`src/design/gfpo_defs.vh`:
```
`ifndef GFPO_DEFS_VH
`define GFPO_DEFS_VH

// ----------------------------------------------------------------
// Register byte addresses
// ----------------------------------------------------------------
`define GFPO_A_FSEL_CLR 32'h400e0e80
`define GFPO_A_FSEL_SET 32'h400e0e84
`define GFPO_A_FSEL_STS 32'h400e0e88
`define GFPO_A_DEB_DIV 32'h400e0e8c
`define GFPO_A_PD_CLR 32'h400e0e90
`define GFPO_A_PD_SET 32'h400e0e94
`define GFPO_A_PD_STS 32'h400e0e98
`define GFPO_A_FILT_EN 32'h400e0e9c
`define GFPO_A_OW_SET 32'h400e0ea0
`define GFPO_A_OW_CLR 32'h400e0ea4
`define GFPO_A_OW_STS 32'h400e0ea8
`define GFPO_A_ODATA 32'h400e0eac
`define GFPO_A_AIM_SET 32'h400e0eb0
`define GFPO_A_AIM_CLR 32'h400e0eb4
`define GFPO_A_AIM_STS 32'h400e0eb8
`define GFPO_A_EDGE_LVL 32'h400e0ebc
`define GFPO_A_WLOCK 32'h400e0ee4
`define GFPO_A_FALL_RISE 32'h400e0ef0
`define GFPO_A_IRQ_STS 32'h400e0ef4
`define GFPO_A_IRQ_MASK 32'h400e0ef8

// ----------------------------------------------------------------
// Fields and reset values
// ----------------------------------------------------------------
`define GFPO_DIV_W 14
`define GFPO_DIV_MSB 13
`define GFPO_KEY_MSB 31
`define GFPO_KEY_LSB 8
`define GFPO_KEY_VAL 24'h50494f
`define GFPO_WLOCK_BIT 0
`define GFPO_RST_WORD 32'h00000000
`define GFPO_RST_DIV 14'h0000
`define GFPO_RST_PD_EN 32'h00000000
`define GFPO_RST_OW 32'h00000000
`define GFPO_RST_ARM 2'h0

`endif

```
`src/design/gfpo_div_tick.v`:
```
`timescale 1ns/100ps
`include "gfpo_defs.vh"

module gfpo_div_tick (
  input wire mclk,
  input wire srst,
  input wire slck,
  input wire [`GFPO_DIV_MSB:0] div,
  output reg tick
);

  reg s1_q;
  reg s2_q;
  reg s3_q;
  reg lvl_q;
  reg [`GFPO_DIV_MSB:0] cnt_q;
  wire rise;

  // ----------------------------------------------------------------
  // Slow clock sampling
  // ----------------------------------------------------------------
  // The slow clock is asynchronous, so it is sampled as a plain level.
  always @(posedge mclk) begin
    s1_q <= slck;
    s2_q <= s1_q;
    s3_q <= s2_q;
  end

  // A slow clock rise counts only once the last two stages agree.
  assign rise = (s2_q == s3_q) && s3_q && !lvl_q;

  // ----------------------------------------------------------------
  // Half-period counter
  // ----------------------------------------------------------------
  // One tick every div+1 slow clock rises, half the divided period.
  always @(posedge mclk) begin
    if (srst) begin
      lvl_q <= 1'b0;
      cnt_q <= `GFPO_RST_DIV;
      tick <= 1'b0;
    end else begin
      tick <= 1'b0;
      if (s2_q == s3_q) begin
        lvl_q <= s3_q;
      end
      if (rise) begin
        if (cnt_q >= div) begin
          cnt_q <= `GFPO_RST_DIV;
          tick <= 1'b1;
        end else begin
          cnt_q <= cnt_q + 1'b1;
        end
      end
    end
  end

endmodule

```
`src/design/gfpo_line_filter.v`:
```
`timescale 1ns/100ps

module gfpo_line_filter (
  input wire mclk,
  input wire srst,
  input wire pin,
  input wire tick,
  input wire filt_en,
  input wire deb_sel,
  output wire level
);

  reg s1_q;
  reg s2_q;
  reg s3_q;
  reg glitch_q;
  reg samp_q;
  reg deb_q;

  // ----------------------------------------------------------------
  // Pin sampling
  // ----------------------------------------------------------------
  // Three stages; the first is read by the second and nothing else.
  always @(posedge mclk) begin
    s1_q <= pin;
    s2_q <= s1_q;
    s3_q <= s2_q;
  end

  // ----------------------------------------------------------------
  // Glitch and debounce filters
  // ----------------------------------------------------------------
  // Sub-cycle glitches never reach two agreeing stages, so the agreed
  // level is also the glitch filter output.
  always @(posedge mclk) begin
    if (srst) begin
      glitch_q <= 1'b0;
      samp_q <= 1'b0;
      deb_q <= 1'b0;
    end else begin
      if (s2_q == s3_q) begin
        glitch_q <= s3_q;
      end
      if (tick) begin
        samp_q <= glitch_q;
        if (samp_q == glitch_q) begin
          deb_q <= glitch_q;
        end
      end
    end
  end

  // Debounce acts only while filtering is on and selected for the line; the glitch filter always acts.
  assign level = (filt_en && deb_sel) ? deb_q : glitch_q;

endmodule

```
`src/design/gfpo_top.v`:
```
`timescale 1ns/100ps
`include "gfpo_defs.vh"

module gfpo_top (
  input wire mclk,
  input wire srst,
  input wire psel,
  input wire penable,
  input wire pwrite,
  input wire [31:0] paddr,
  input wire [31:0] pwdata,
  output wire pready,
  output reg [31:0] prdata,
  output reg pslverr,
  input wire slck,
  input wire [31:0] line_in,
  output reg [31:0] line_out,
  output reg [31:0] pulldown_on,
  output reg irq
);

  // ----------------------------------------------------------------
  // Helpers
  // ----------------------------------------------------------------
  // Set/clear update of a per-line state word.
  function [31:0] setclr;
    input [31:0] cur;
    input [31:0] set;
    input [31:0] clr;
    begin
      setclr = (cur | set) & ~clr;
    end
  endfunction

  // Whether an address is one of the mapped words.
  function mapped;
    input [31:0] a;
    begin
      case (a)
        `GFPO_A_FSEL_CLR, `GFPO_A_FSEL_SET, `GFPO_A_FSEL_STS,
        `GFPO_A_DEB_DIV, `GFPO_A_PD_CLR, `GFPO_A_PD_SET,
        `GFPO_A_PD_STS, `GFPO_A_FILT_EN, `GFPO_A_OW_SET,
        `GFPO_A_OW_CLR, `GFPO_A_OW_STS, `GFPO_A_ODATA,
        `GFPO_A_AIM_SET, `GFPO_A_AIM_CLR, `GFPO_A_AIM_STS,
        `GFPO_A_EDGE_LVL, `GFPO_A_WLOCK, `GFPO_A_FALL_RISE,
        `GFPO_A_IRQ_STS, `GFPO_A_IRQ_MASK: mapped = 1'b1;
        default: mapped = 1'b0;
      endcase
    end
  endfunction

  // ----------------------------------------------------------------
  // State
  // ----------------------------------------------------------------
  reg [31:0] fsel_q;
  reg [31:0] fsel_d;
  reg [`GFPO_DIV_MSB:0] div_q;
  reg [`GFPO_DIV_MSB:0] div_d;
  reg [31:0] pd_en_q;
  reg [31:0] pd_en_d;
  reg [31:0] filt_en_q;
  reg [31:0] filt_en_d;
  reg [31:0] ow_q;
  reg [31:0] ow_d;
  reg [31:0] odata_q;
  reg [31:0] odata_d;
  reg [31:0] aim_q;
  reg [31:0] aim_d;
  reg [31:0] edge_lvl_q;
  reg [31:0] edge_lvl_d;
  reg [31:0] fall_rise_q;
  reg [31:0] fall_rise_d;
  reg wlock_q;
  reg wlock_d;
  reg [31:0] irq_sts_q;
  reg [31:0] irq_sts_d;
  reg [31:0] irq_mask_q;
  reg [31:0] irq_mask_d;
  reg [31:0] prev_q;
  reg [31:0] rd_d;
  reg [31:0] wmask;
  reg [31:0] event_d;
  reg [1:0] arm_q;

  wire wr;
  wire tick;
  wire [31:0] level;
  wire [31:0] rise_ev;
  wire [31:0] fall_ev;

  // ----------------------------------------------------------------
  // Bus slave
  // ----------------------------------------------------------------
  // Read data is captured in the setup cycle, so no wait state is
  // ever needed and the access phase always completes at once.
  assign pready = 1'b1;
  assign wr = psel && penable && pwrite;

  // Read multiplexer over the mapped words.
  always @* begin
    case (paddr)
      `GFPO_A_FSEL_STS: rd_d = fsel_q;
      `GFPO_A_DEB_DIV: rd_d = {18'h00000, div_q};
      `GFPO_A_PD_STS: rd_d = ~pd_en_q;
      `GFPO_A_FILT_EN: rd_d = filt_en_q;
      `GFPO_A_OW_STS: rd_d = ow_q;
      `GFPO_A_ODATA: rd_d = odata_q;
      `GFPO_A_AIM_STS: rd_d = aim_q;
      `GFPO_A_EDGE_LVL: rd_d = edge_lvl_q;
      `GFPO_A_FALL_RISE: rd_d = fall_rise_q;
      `GFPO_A_WLOCK: rd_d = {31'h00000000, wlock_q};
      `GFPO_A_IRQ_STS: rd_d = irq_sts_q;
      `GFPO_A_IRQ_MASK: rd_d = irq_mask_q;
      default: rd_d = `GFPO_RST_WORD;
    endcase
  end

  // Setup-cycle capture of read data and the error answer.
  always @(posedge mclk) begin
    if (srst) begin
      prdata <= `GFPO_RST_WORD;
      pslverr <= 1'b0;
    end else if (psel && !penable) begin
      prdata <= pwrite ? `GFPO_RST_WORD : rd_d;
      pslverr <= !mapped(paddr);
    end
  end

  // ----------------------------------------------------------------
  // Register write decode
  // ----------------------------------------------------------------
  // A write to a set or clear word only touches lines whose bit is
  // one; all other words keep their value.
  always @* begin
    fsel_d = fsel_q;
    div_d = div_q;
    pd_en_d = pd_en_q;
    filt_en_d = filt_en_q;
    ow_d = ow_q;
    odata_d = odata_q;
    aim_d = aim_q;
    edge_lvl_d = edge_lvl_q;
    fall_rise_d = fall_rise_q;
    wlock_d = wlock_q;
    irq_mask_d = irq_mask_q;
    wmask = `GFPO_RST_WORD;
    if (wr) begin
      case (paddr)
        `GFPO_A_FSEL_CLR: begin
          fsel_d = setclr(fsel_q, `GFPO_RST_WORD, pwdata);
        end
        `GFPO_A_FSEL_SET: begin
          fsel_d = setclr(fsel_q, pwdata, `GFPO_RST_WORD);
        end
        `GFPO_A_DEB_DIV: begin
          div_d = pwdata[`GFPO_DIV_MSB:0];
        end
        // A locked write is dropped silently, with no error answer.
        `GFPO_A_PD_CLR: begin
          if (!wlock_q) begin
            pd_en_d = setclr(pd_en_q, `GFPO_RST_WORD, pwdata);
          end
        end
        `GFPO_A_PD_SET: begin
          if (!wlock_q) begin
            pd_en_d = setclr(pd_en_q, pwdata, `GFPO_RST_WORD);
          end
        end
        `GFPO_A_FILT_EN: begin
          filt_en_d = pwdata;
        end
        `GFPO_A_OW_SET: begin
          if (!wlock_q) begin
            ow_d = setclr(ow_q, pwdata, `GFPO_RST_WORD);
          end
        end
        `GFPO_A_OW_CLR: begin
          if (!wlock_q) begin
            ow_d = setclr(ow_q, `GFPO_RST_WORD, pwdata);
          end
        end
        `GFPO_A_ODATA: begin
          // Gated lines keep their level whatever is written.
          odata_d = (odata_q & ~ow_q) | (pwdata & ow_q);
        end
        `GFPO_A_AIM_SET: begin
          aim_d = setclr(aim_q, pwdata, `GFPO_RST_WORD);
        end
        `GFPO_A_AIM_CLR: begin
          aim_d = setclr(aim_q, `GFPO_RST_WORD, pwdata);
        end
        `GFPO_A_EDGE_LVL: begin
          edge_lvl_d = pwdata;
        end
        `GFPO_A_FALL_RISE: begin
          fall_rise_d = pwdata;
        end
        `GFPO_A_WLOCK: begin
          // A wrong key aborts the write of the lock bit.
          if (pwdata[`GFPO_KEY_MSB:`GFPO_KEY_LSB] == `GFPO_KEY_VAL) begin
            wlock_d = pwdata[`GFPO_WLOCK_BIT];
          end
        end
        `GFPO_A_IRQ_STS: begin
          wmask = pwdata;
        end
        `GFPO_A_IRQ_MASK: begin
          irq_mask_d = pwdata;
        end
        default: begin
          wmask = `GFPO_RST_WORD;
        end
      endcase
    end
  end

  // ----------------------------------------------------------------
  // Line filters
  // ----------------------------------------------------------------
  // One divider serves all lines, so every debounce shares one tick.
  gfpo_div_tick u_div (
    .mclk(mclk),
    .srst(srst),
    .slck(slck),
    .div(div_q),
    .tick(tick)
  );

  // One filter per line, steered straight by its register bits.
  genvar gi;
  generate
    for (gi = 0; gi < 32; gi = gi + 1) begin : g_line
      gfpo_line_filter u_filt (
        .mclk(mclk),
        .srst(srst),
        .pin(line_in[gi]),
        .tick(tick),
        .filt_en(filt_en_q[gi]),
        .deb_sel(fsel_q[gi]),
        .level(level[gi])
      );
    end
  endgenerate

  // ----------------------------------------------------------------
  // Interrupt events
  // ----------------------------------------------------------------
  // Edge terms shared by the default and the extra edge modes.
  assign rise_ev = level & ~prev_q;
  assign fall_ev = ~level & prev_q;

  // Default mode sees both edges; extra mode picks one edge or one
  // level. A held level raises the event on every cycle, so its
  // status bit cannot be cleared while the level stands.
  always @* begin
    event_d = (rise_ev | fall_ev) & ~aim_q;
    event_d = event_d | (aim_q & ~edge_lvl_q &
      ((rise_ev & fall_rise_q) | (fall_ev & ~fall_rise_q)));
    event_d = event_d | (aim_q & edge_lvl_q &
      ((level & fall_rise_q) | (~level & ~fall_rise_q)));
    // A new event wins over a clear in the same cycle.
    irq_sts_d = (irq_sts_q & ~wmask) |
      (event_d & {32{arm_q[1]}});
  end

  // Events stay blocked for two cycles after reset, until the filtered
  // levels and their history both hold real pin values; a pin that
  // idles high would otherwise look like a rising edge.
  always @(posedge mclk) begin
    if (srst) begin
      arm_q <= `GFPO_RST_ARM;
    end else begin
      arm_q <= {arm_q[0], 1'b1};
    end
  end

  // ----------------------------------------------------------------
  // State registers
  // ----------------------------------------------------------------
  // Software-visible state, with the history of the filtered levels.
  always @(posedge mclk) begin
    if (srst) begin
      fsel_q <= `GFPO_RST_WORD;
      div_q <= `GFPO_RST_DIV;
      pd_en_q <= `GFPO_RST_PD_EN;
      filt_en_q <= `GFPO_RST_WORD;
      ow_q <= `GFPO_RST_OW;
      odata_q <= `GFPO_RST_WORD;
      aim_q <= `GFPO_RST_WORD;
      edge_lvl_q <= `GFPO_RST_WORD;
      fall_rise_q <= `GFPO_RST_WORD;
      wlock_q <= 1'b0;
      irq_sts_q <= `GFPO_RST_WORD;
      irq_mask_q <= `GFPO_RST_WORD;
      prev_q <= `GFPO_RST_WORD;
    end else begin
      fsel_q <= fsel_d;
      div_q <= div_d;
      pd_en_q <= pd_en_d;
      filt_en_q <= filt_en_d;
      ow_q <= ow_d;
      odata_q <= odata_d;
      aim_q <= aim_d;
      edge_lvl_q <= edge_lvl_d;
      fall_rise_q <= fall_rise_d;
      wlock_q <= wlock_d;
      irq_sts_q <= irq_sts_d;
      irq_mask_q <= irq_mask_d;
      prev_q <= level;
    end
  end

  // ----------------------------------------------------------------
  // Outputs
  // ----------------------------------------------------------------
  // Registered copies keep the pad controls free of decode glitches,
  // at the cost of one cycle after the register changes.
  always @(posedge mclk) begin
    if (srst) begin
      line_out <= `GFPO_RST_WORD;
      pulldown_on <= `GFPO_RST_PD_EN;
      irq <= 1'b0;
    end else begin
      line_out <= odata_q;
      pulldown_on <= pd_en_q;
      irq <= |(irq_sts_q & irq_mask_q);
    end
  end

endmodule

```
`config.mk`:
```
export PLATFORM = sky130hd
export DESIGN_NAME = gfpo_top
export DESIGN_NICKNAME = d
export VERILOG_FILES = /design/src/design/gfpo_div_tick.v /design/src/design/gfpo_line_filter.v /design/src/design/gfpo_top.v
export VERILOG_INCLUDE_DIRS = /design/src /design/src/design
export SDC_FILE = /design/constraint.sdc
export NUM_CORES = 1
export LEC_CHECK = 0
export ABC_AREA = 1
export BUFFER_PORTS_ARGS = -buffer_cell sky130_fd_sc_hd__buf_2
export CAP_MARGIN = 20
export CELL_PAD_IN_SITES_DETAIL_PLACEMENT = 0
export CELL_PAD_IN_SITES_GLOBAL_PLACEMENT = 1
export CORE_MARGIN = 2
export CORE_UTILIZATION = 45
export CTS_CLUSTER_DIAMETER = 30
export DETAILED_ROUTE_END_ITERATION = 7
export PLACE_DENSITY = 0.79
export SLEW_MARGIN = 5
export SYNTH_ARGS = -nofsm -noshare
export SYNTH_HDL_FRONTEND = slang
export SYNTH_SLANG_ARGS = --single-unit
```
`constraint.sdc`:
```
create_clock -name mclk -period 2.5 [get_ports mclk]
set_clock_uncertainty 0.15 [all_clocks]
set_input_delay 0.125 -clock mclk [delete_from_list [all_inputs] [get_ports mclk]]
set_output_delay 0.125 -clock mclk [all_outputs]
set_load 0.02 [all_outputs]
```
======== After elaboration in Yosys (flattened, before gate mapping) ========
Index checks and enable logic that the tools add are counted.
cells by class
  $add $sub $neg .......................... 1
  order comparisons ....................... 1
  eq/ne operators ......................... 90
  multiplexer cells ....................... 50
  bitwise logic cells ..................... 41
  reduce and logical (&&, ||, !) cells .... 90
operators by type and width
  kind                                                                     number
  32-bit AND                                                               20
  32-bit by 31-bit equality test with 1-bit output, second input constant  20
  32-bit one-hot mux with 12 select lines                                  1
  32-bit OR                                                                11
  32-bit NOT                                                               9
  32-bit one-hot mux with 2 select lines                                   4
  32-bit 2-to-1 mux                                                        7
  2-bit AND reduction                                                      40
  1-bit equality test                                                      65
  1-bit logical AND                                                        37
  1-bit 2-to-1 mux                                                         37
  32-bit OR reduction                                                      1
  24-bit by 23-bit equality test with 1-bit output, second input constant  1
  20-bit OR reduction                                                      1
  14-bit by 1-bit adder with 14-bit output, second input constant          1
  14-bit >= comparator                                                     1
  14-bit 2-to-1 mux                                                        1
  2-bit != test, second input constant                                     4
  4-bit AND reduction                                                      2
  2-bit nonzero test                                                       4
  1-bit logical NOT                                                        3
  3-bit AND reduction                                                      1
  2-bit OR reduction                                                       1
  1-bit NOT                                                                1
word-level totals
  bits in registers ....................... 678
  input port bits ......................... 102
  output and inout bits ................... 99
  logic and storage cells ................. 491

======== Depth between registers and ports, before layout ========
Gate-level depths: netlist (run 1).
  depth after elaboration ................. 11
  depth in mapped cells ................... 13
  mapped depth without buffers ............ 11

======== Cells and area by module ========
Synthesis (run 1) repeated with hierarchy kept, for this count alone.
second synthesis, totals
  cells, all modules ...................... 4,141
  area total of the unflattened synthesis .. 29,879.9 µm²
modules (own cells, without submodules)
  module            times used  cells each  area an instance (µm²)  sequential area each (µm²)
  gfpo_top          1           3,201       22,301.4                9,349.0
  gfpo_line_filter  32          24          198.9                   120.1
  gfpo_div_tick     1           172         1,212.4                 380.4

======== Worst setup path after synthesis (run 1) ========
Ideal clock, no wire load.
  kind .................................... reg-to-reg
  from .................................... reg div_q[5]
  to ...................................... reg u_div.cnt_q[10]
  setup time .............................. 0.127 ns
  data arrival time ....................... 1.564 ns
  required time ........................... 2.223 ns
  path slack .............................. 0.660 ns
  stages on the path, launching flop included .. 13
  buffers on the path ..................... 1
  period minus slack after synthesis ...... 1.840 ns
  cell sequence ........................... dfxtp_1 -> inv_1 -> ha_1 -> nand2_1 -> nor2_1 -> o21ai_0 -> inv_1 -> o211ai_1 -> nand3_1 -> nand2_1 -> nand2_1 -> clkbuf_1 -> nor2_1
on the way
  longest elaborated chain between the ends .. 2
ends and longest elaborated chain
  what                    line                text
  start, declared         gfpo_top.v:57       reg [`GFPO_DIV_MSB:0] div_q;
  start signal, assigned  gfpo_top.v:284      div_q <= `GFPO_RST_DIV;
  start signal, assigned  gfpo_top.v:298      div_q <= div_d;
  14-bit >= comparator    gfpo_div_tick.v:47  if (cnt_q >= div) begin
  14-bit 2-to-1 mux       gfpo_div_tick.v:47
  end signal, assigned    gfpo_div_tick.v:39  cnt_q <= `GFPO_RST_DIV;
  end signal, assigned    gfpo_div_tick.v:48  cnt_q <= `GFPO_RST_DIV;
  end signal, assigned    gfpo_div_tick.v:51  cnt_q <= cnt_q + 1'b1;
  end, declared           gfpo_div_tick.v:16  reg [`GFPO_DIV_MSB:0] cnt_q;
No other way between the ends.
A chain may end at the register's enable or synchronous reset.

======== Worst setup path after layout (run 1) ========
  from .................................... in penable
  to ...................................... reg prdata[17]
on the way
  longest elaborated chain between the ends .. 2
ends and longest elaborated chain
  what                  line            text
  start, declared       gfpo_top.v:8    input wire penable,
  1-bit logical NOT     gfpo_top.v:123  end else if (psel && !penable) begin
  1-bit logical AND     gfpo_top.v:123
  end signal, assigned  gfpo_top.v:121  prdata <= `GFPO_RST_WORD;
  end signal, assigned  gfpo_top.v:124  prdata <= pwrite ? `GFPO_RST_WORD : rd_d;
  end, declared         gfpo_top.v:13   output reg [31:0] prdata,
No other way between the ends.

==> impl_metrics.py, run 1 <==
metrics = {
    "timing": {
        "final-setup-viol-count": 0,
        "worst_slew_pin_slew_ns": 0.843,
        "grt_setup_unrepaired": "true",
        "hold_viol": 0,
        "timing.fmax_mhz": 401,
        "timing.final.crit_share_pct": 99.9,
        "setup_tns_ns": 0,
        "max-slew-margin-rel_pct": 43.6,
        "slew_viol_final": 0,
        "worst_slack_ns": 0.00348,
        "finalCriticalPeriod_ns": 2.50,
    },
    "clocking": {
        "clock_path_buffers": 3,
        "cts.sinks": 678,
        "clkLatencyLatePin_ns": 0.72,
        "htreeDepth": 4,
        "cts_buffers": 156,
        "cts_tree": "built",
        "cts_root_buffer": "clkbuf_16",
        "clk_pin_slew_ns": 0.05,
    },
    "place": {
        "io_buffers": 199,
        "dpl_cell_area_um2": 31500,
        "place_ws_ns": 0.234,
        "place.gp.congestion": 0.882,
        "hpwl_mm": 64.6,
        "placed_cells": 4864,
    },
    "final_layout": {
        "stdcell_count": 5274,
        "fin_area_um2": 38300,
        "syn_to_final_growth_pct": 30.0,
        "nets": 4470,
        "post-route-util_pct": 59.3,
        "fillers": 5947,
        "final_layout_size_suffix_gt1_share_pct": 14.0,
    },
    "routing": {
        "drtIter0Drc": 2707,
        "antenna_left": 0,
        "vias_per_cell": 5.30,
        "drc_errors": 0,
        "firstDrtPassIters": 6,
        "routedWlPerCell_um": 18.8,
        "wl_mm": 99.0,
        "num_vias": 28000,
    },
    "setup_path": {
        "cp-end-kind": "flip-flop",
        "cpPeakStageDelay_ns": 1.14,
        "path_class": "input port to flip-flop",
        "critPathMaxFanout": 10,
        "path_cells": "dlygate4sd3_1 > buf_2 > nor2_4 > dlygate4sd3_1 > nand3_1 > dlygate4sd3_1 > a21oi_1",
        "cp-start-kind": "input port",
        "crit_required_ns": 3.00,
        "cp.arrival_ns": 2.99,
        "crit_slowest_cell": "dlygate4sd3_1",
        "cp_common_cell": "dlygate4sd3_1",
    },
    "logic_synthesis": {
        "netlist_instances": 3957,
        "syn_avg_cell_area_um2": 7.45,
        "yosysTopAreaCellShare_pct": 46.1,
        "synth_enable_flop_cells": 0,
        "synth_fp_nets": 4139,
        "synth_seq_cells": 678,
        "synth_ff_type": "dfxtp_1",
        "synth_area_leaders": "dfxtp_1 (46%), nand3_1 (8.1%), a21oi_1 (7.3%)",
        "synth.most_common_cell": "dfxtp_1",
        "yosysTopAreaCell": "dfxtp_1",
        "yosys-top-cells-count": "dfxtp_1 (678), nand2_1 (567), nand3_1 (477)",
        "synth_cell_types": 45,
        "ys_warn_count": 0,
        "synthArstFlopShare_pct": 0,
        "yosysSeqAreaShare_pct": 46.1,
        "synth_area_um2": 29500,
    },
    "global_route": {
        "grt_pass1_wl_mm": 149,
        "overflow": 0,
        "grt_max_degree": 131,
        "track_usage_pct": 28.8,
        "grt_pass1_vias": 25100,
        "antenna_found_initial": 3,
    },
    "floorplanning": {
        "start_util_pct": 45.6,
        "io_pins": 201,
        "die_area_um2": 67500,
        "fp.dieW_um": 260,
        "num_rows": 93,
        "fp.dieH_um": 260,
        "core_um2": 64600,
    },
    "flow_run": {
        "maxCapViolCount": 0,
    },
    "power_and_ir_drop": {
        "p_leak_uw": 0.0162,
        "p_per_area_nw_per_um2": 873,
        "ir_drop_mv": 0.569,
    },
    "status": {
        "status": "completed",
    },
    "worst_hold_path": {
        "hold_class": "input port to flip-flop",
    },
}
## worst max-delay path, delay by kind of cell
family / cells / cell delay [ns]
buf+inv: 4 / 2.42
compound gates: 1 / 0.11
simple gates: 2 / 0.33
## kinds of logic after synthesis
family / Yosys count / share of synthesized area, %
xor gates and xnor gates: 9 / 0.268
adders and majority gates: 80 / 3.40
buffers and inverters: 694 / 9.35
AOI/OAI and AO/OA: 1040 / 19.4
DFF: 678 / 46.1
and+or+nand+nor: 1455 / 21.5
other: 1 / 0.0127
## where the power goes
| part | internal [uW] | switching (uW) | total, uW | leakage (uW) |
|---|---|---|---|---|
| clock | 14600 | 6550 | 21200 | 0.00272 |
| sequential | 11000 | 99.8 | 11100 | 0.00551 |
| combinational | 399 | 743 | 1140 | 0.00797 |
| total | 26000 | 7400 | 33400 | 0.0162 |
## repair_timing
action / in CTS / in global routing
hold buffers: 118 / 0
setup buffers: 0 / 3
endpoints found under the hold margin: 561 / 0
resized for setup: 0 / 12
endpoints found under the setup margin: 0 / 3
## path summary, 6_finish.rpt
check | cells past startpoint | slack [ns] | endpoint | start
max reg2reg | 8 | 0.15 | irq_sts_q[31] | filt_en_q[31]
max | 7 | 0.003 | prdata[17] | penable
min reg2reg | 0 | 0.17 | g_line[11].u_filt.s2_q | g_line[11].u_filt.s1_q
min | 9 | 0.07 | flip-flop | paddr[28]
## cell type report
type                            count  area [um2]  share of cell area, %
Antenna cell                        3        7.51                 0.0196
Multi-Input combinational cell   2585       13200                   34.5
Clock buffer                      203        4430                   11.6
Timing Repair Buffer              420        3210                   8.39
Tap cell                          855        1070                   2.79
Inverter                          447        1690                   4.40
Sequential cell                   678       13600                   35.4
Clock inverter                     83        1130                   2.96
## stage by stage
step	power, uW	hold WS (ns)
after floorplan	11800	0.00272
after global placement	12300	0.0775
after detailed placement	12300	0.0786
final	33400	0.0727
after CTS	33600	0.0411
after global routing	34400	0.125
## layer usage
layer / GRT usage, % / vias up / part of all wire [%]
met4: 10.3 / 0 / 2.4
met5: 0 / - / 0
met2: 40.4 / 1080 / 41
met3: 6.73 / 135 / 9.5
li1: - / 13900 / -
met1: 42.7 / 12900 / 47
## placed cells by master (no fill, tap or decap), types with 63 or more instances in the layout
| cell type | count |
|---|---|
| clkbuf_16 | 161 |
| nor2_1 | 344 |
| o21ai_0 | 408 |
| inv_1 | 440 |
| nand2_1 | 566 |
| buf_4 | 82 |
| ha_1 | 80 |
| nand3_1 | 474 |
| buf_2 | 198 |
| o311a_1 | 63 |
| dlygate4sd3_1 | 118 |
| dfxtp_1 | 678 |
| a21oi_1 | 431 |
No activity file was read; power rests on OpenSTA's default activity.
==> inputs of run 2 (changes only) <==
- ABC_AREA: 1 -> not set
- CORE_UTILIZATION: 45 -> 46
- PLACE_DENSITY: 0.79 -> not set
- PLACE_DENSITY_LB_ADDON: not set -> 0.1
==> impl_metrics.py, run 2 <==
metrics = {
    "setup_path": {
        "cpPeakStageDelay_ns": 0.72,
        "ff2ff_setup_slack_ns": 0.22,
        "crit_slowest_cell": "nor4b_1",
        "critPathMaxFanout": 2,
        "path_class": "input port to flip-flop",
        "cp_top_family": "simple AND/OR/NAND/NOR gates",
        "cp-end-kind": "flip-flop",
        "worst-path-buf-inv": 3,
        "path_cells": "dlygate4sd3_1 > buf_2 > nor4b_1 > nand4_1 > nor4_1 > buf_4 > nand3_1 > mux2i_1 > nor2_1",
        "cp.arrival_ns": 2.90,
        "cp-start-kind": "input port",
        "crit_required_ns": 2.95,
    },
    "global_route": {
        "grt_pass1_vias": 27500,
        "grt_max_degree": 96,
        "antenna_found_initial": 3,
        "track_usage_pct": 37.2,
        "grt_pass1_wl_mm": 177,
        "overflow": 0,
    },
    "logic_synthesis": {
        "yosysTopAreaCellShare_pct": 47.0,
        "ys_warn_count": 0,
        "synth_seq_cells": 678,
        "synth_enable_flop_cells": 0,
        "synth_cell_types": 78,
        "synth_area_leaders": "dfxtp_1 (47%), nand2_1 (8.4%), a21oi_1 (7.8%)",
        "synth_fp_nets": 3629,
        "synth.most_common_cell": "dfxtp_1",
        "syn_avg_cell_area_um2": 8.38,
        "synthArstFlopShare_pct": 0,
        "yosys-top-cells-count": "dfxtp_1 (678), nand2_1 (643), a21oi_1 (451)",
        "yosysTopAreaCell": "dfxtp_1",
        "synth_ff_type": "dfxtp_1",
        "yosysSeqAreaShare_pct": 47.0,
        "netlist_instances": 3447,
        "synth_area_um2": 28900,
    },
    "timing": {
        "timing.fmax_mhz": 407,
        "hold_viol": 0,
        "max-slew-margin-rel_pct": 45.0,
        "final-setup-viol-count": 0,
        "slew_viol_final": 0,
        "worst_slew_pin_slew_ns": 0.814,
        "setup_tns_ns": 0,
        "worst_slack_ns": 0.0412,
        "grt_setup_unrepaired": "false",
        "finalCriticalPeriod_ns": 2.46,
        "hold_slack_ns": 0.0375,
        "timing.final.crit_share_pct": 98.4,
    },
    "routing": {
        "num_vias": 29100,
        "antenna_left": 0,
        "vias_per_cell": 6.00,
        "wl_mm": 123,
        "routedWlPerCell_um": 25.3,
        "drtIter0Drc": 3641,
        "drc_errors": 0,
        "firstDrtPassIters": 7,
    },
    "place": {
        "place.gp.congestion": 0.998,
        "io_buffers": 199,
        "place_ws_ns": -0.101,
        "dpl_cell_area_um2": 32300,
        "hpwl_mm": 83.3,
    },
    "worst_hold_path": {
        "hold_class": "input port to flip-flop",
    },
    "power_and_ir_drop": {
        "total_power_uw": 32200,
        "p_leak_uw": 0.0148,
        "ir_drop_mv": 0.787,
        "p_per_area_nw_per_um2": 836,
    },
    "floorplanning": {
        "fp.dieW_um": 255,
        "core_um2": 61900,
        "io_pins": 201,
        "die_area_um2": 64800,
        "fp.dieH_um": 255,
        "num_rows": 91,
        "start_util_pct": 46.6,
    },
    "flow_run": {
        "maxCapViolCount": 0,
    },
    "clocking": {
        "clkLatencyLatePin_ns": 0.72,
        "clk_pin_slew_ns": 0.04,
        "cts_buffers": 148,
        "cts_tree": "built",
        "clock_path_buffers": 3,
        "htreeDepth": 4,
        "cts_root_buffer": "clkbuf_16",
        "post-cts-setup-buffers": 0,
        "cts.sinks": 678,
    },
    "final_layout": {
        "syn_to_final_growth_pct": 33.2,
        "fin_area_um2": 38500,
        "fillers": 5332,
        "layout_common_cells": "dfxtp_1 (677), nand2_1 (643), a21oi_1 (451)",
        "nets": 4069,
        "final_common_cell": "dfxtp_1",
        "final_layout_size_suffix_gt1_share_pct": 18.2,
    },
    "status": {
        "status": "completed",
    },
}
-- run 2: layout make-up --
type	count	area [um2]	share of cell area (%)
Sequential cell	678	13600	35.3
Tap cell	837	1050	2.72
Antenna cell	1	2.50	0.00650
Timing Repair Buffer	537	4400	11.4
Clock buffer	201	4230	11.0
Clock inverter	70	871	2.26
Inverter	154	581	1.51
Multi-Input combinational cell	2368	13800	35.8
-- run 2: what timing repair did --
item	in CTS	in global routing
hold endpoints to repair	520	0
hold buffers	107	0
endpoints found under the setup margin	0	1
gates resized for setup	0	2
-- run 2: path summary, 6_finish.rpt --
kind                                from                endpoint  cells after the start
setup / recovery              pwdata[13]                 wlock_q                      9
hold / removal                  paddr[6]                 wlock_q                      6
setup reg to reg            filt_en_q[1]            irq_sts_q[1]                     10
hold reg to reg   g_line[25].u_filt.s1_q  g_line[25].u_filt.s2_q                      0
-- run 2: report_power, final --
group	internal, uW	total, uW	switching, uW
combinational	491	1360	868
sequential	11000	11200	138
clock	13300	19700	6370
total	24800	32200	7380
-- run 2: kinds of logic after synthesis --
kind of cell / share of synthesized area, %
flops: 47.0
xor+xnor: 0.394
fa+ha+maj: 3.47
simple gates: 19.0
compound gates: 21.8
mux: 2.78
other cells: 0.0130
buf+inv: 5.55
-- run 2: per-stage QoR --
stage | util (%) | std cells
after global routing | 62.1 | 4845
after global placement | 52.1 | 4467
after CTS | 62.1 | 4845
final | 62.1 | 4846
after floorplan | - | 3447
after detailed placement | 52.1 | 4467
-- run 2: layer usage --
metal  wire length [um]  GRT usage [%]
met5                 11              0
met4               5790           17.7
met3              12600           7.55
met2              52700           56.2
met1              51400           51.0
-- run 2: tightest hold or removal path, delay by kind of cell --
kind,cells,cell delay (ns)
buffers and inverters,2,0.31
muxes,1,0.07
and+or+nand+nor,3,0.33
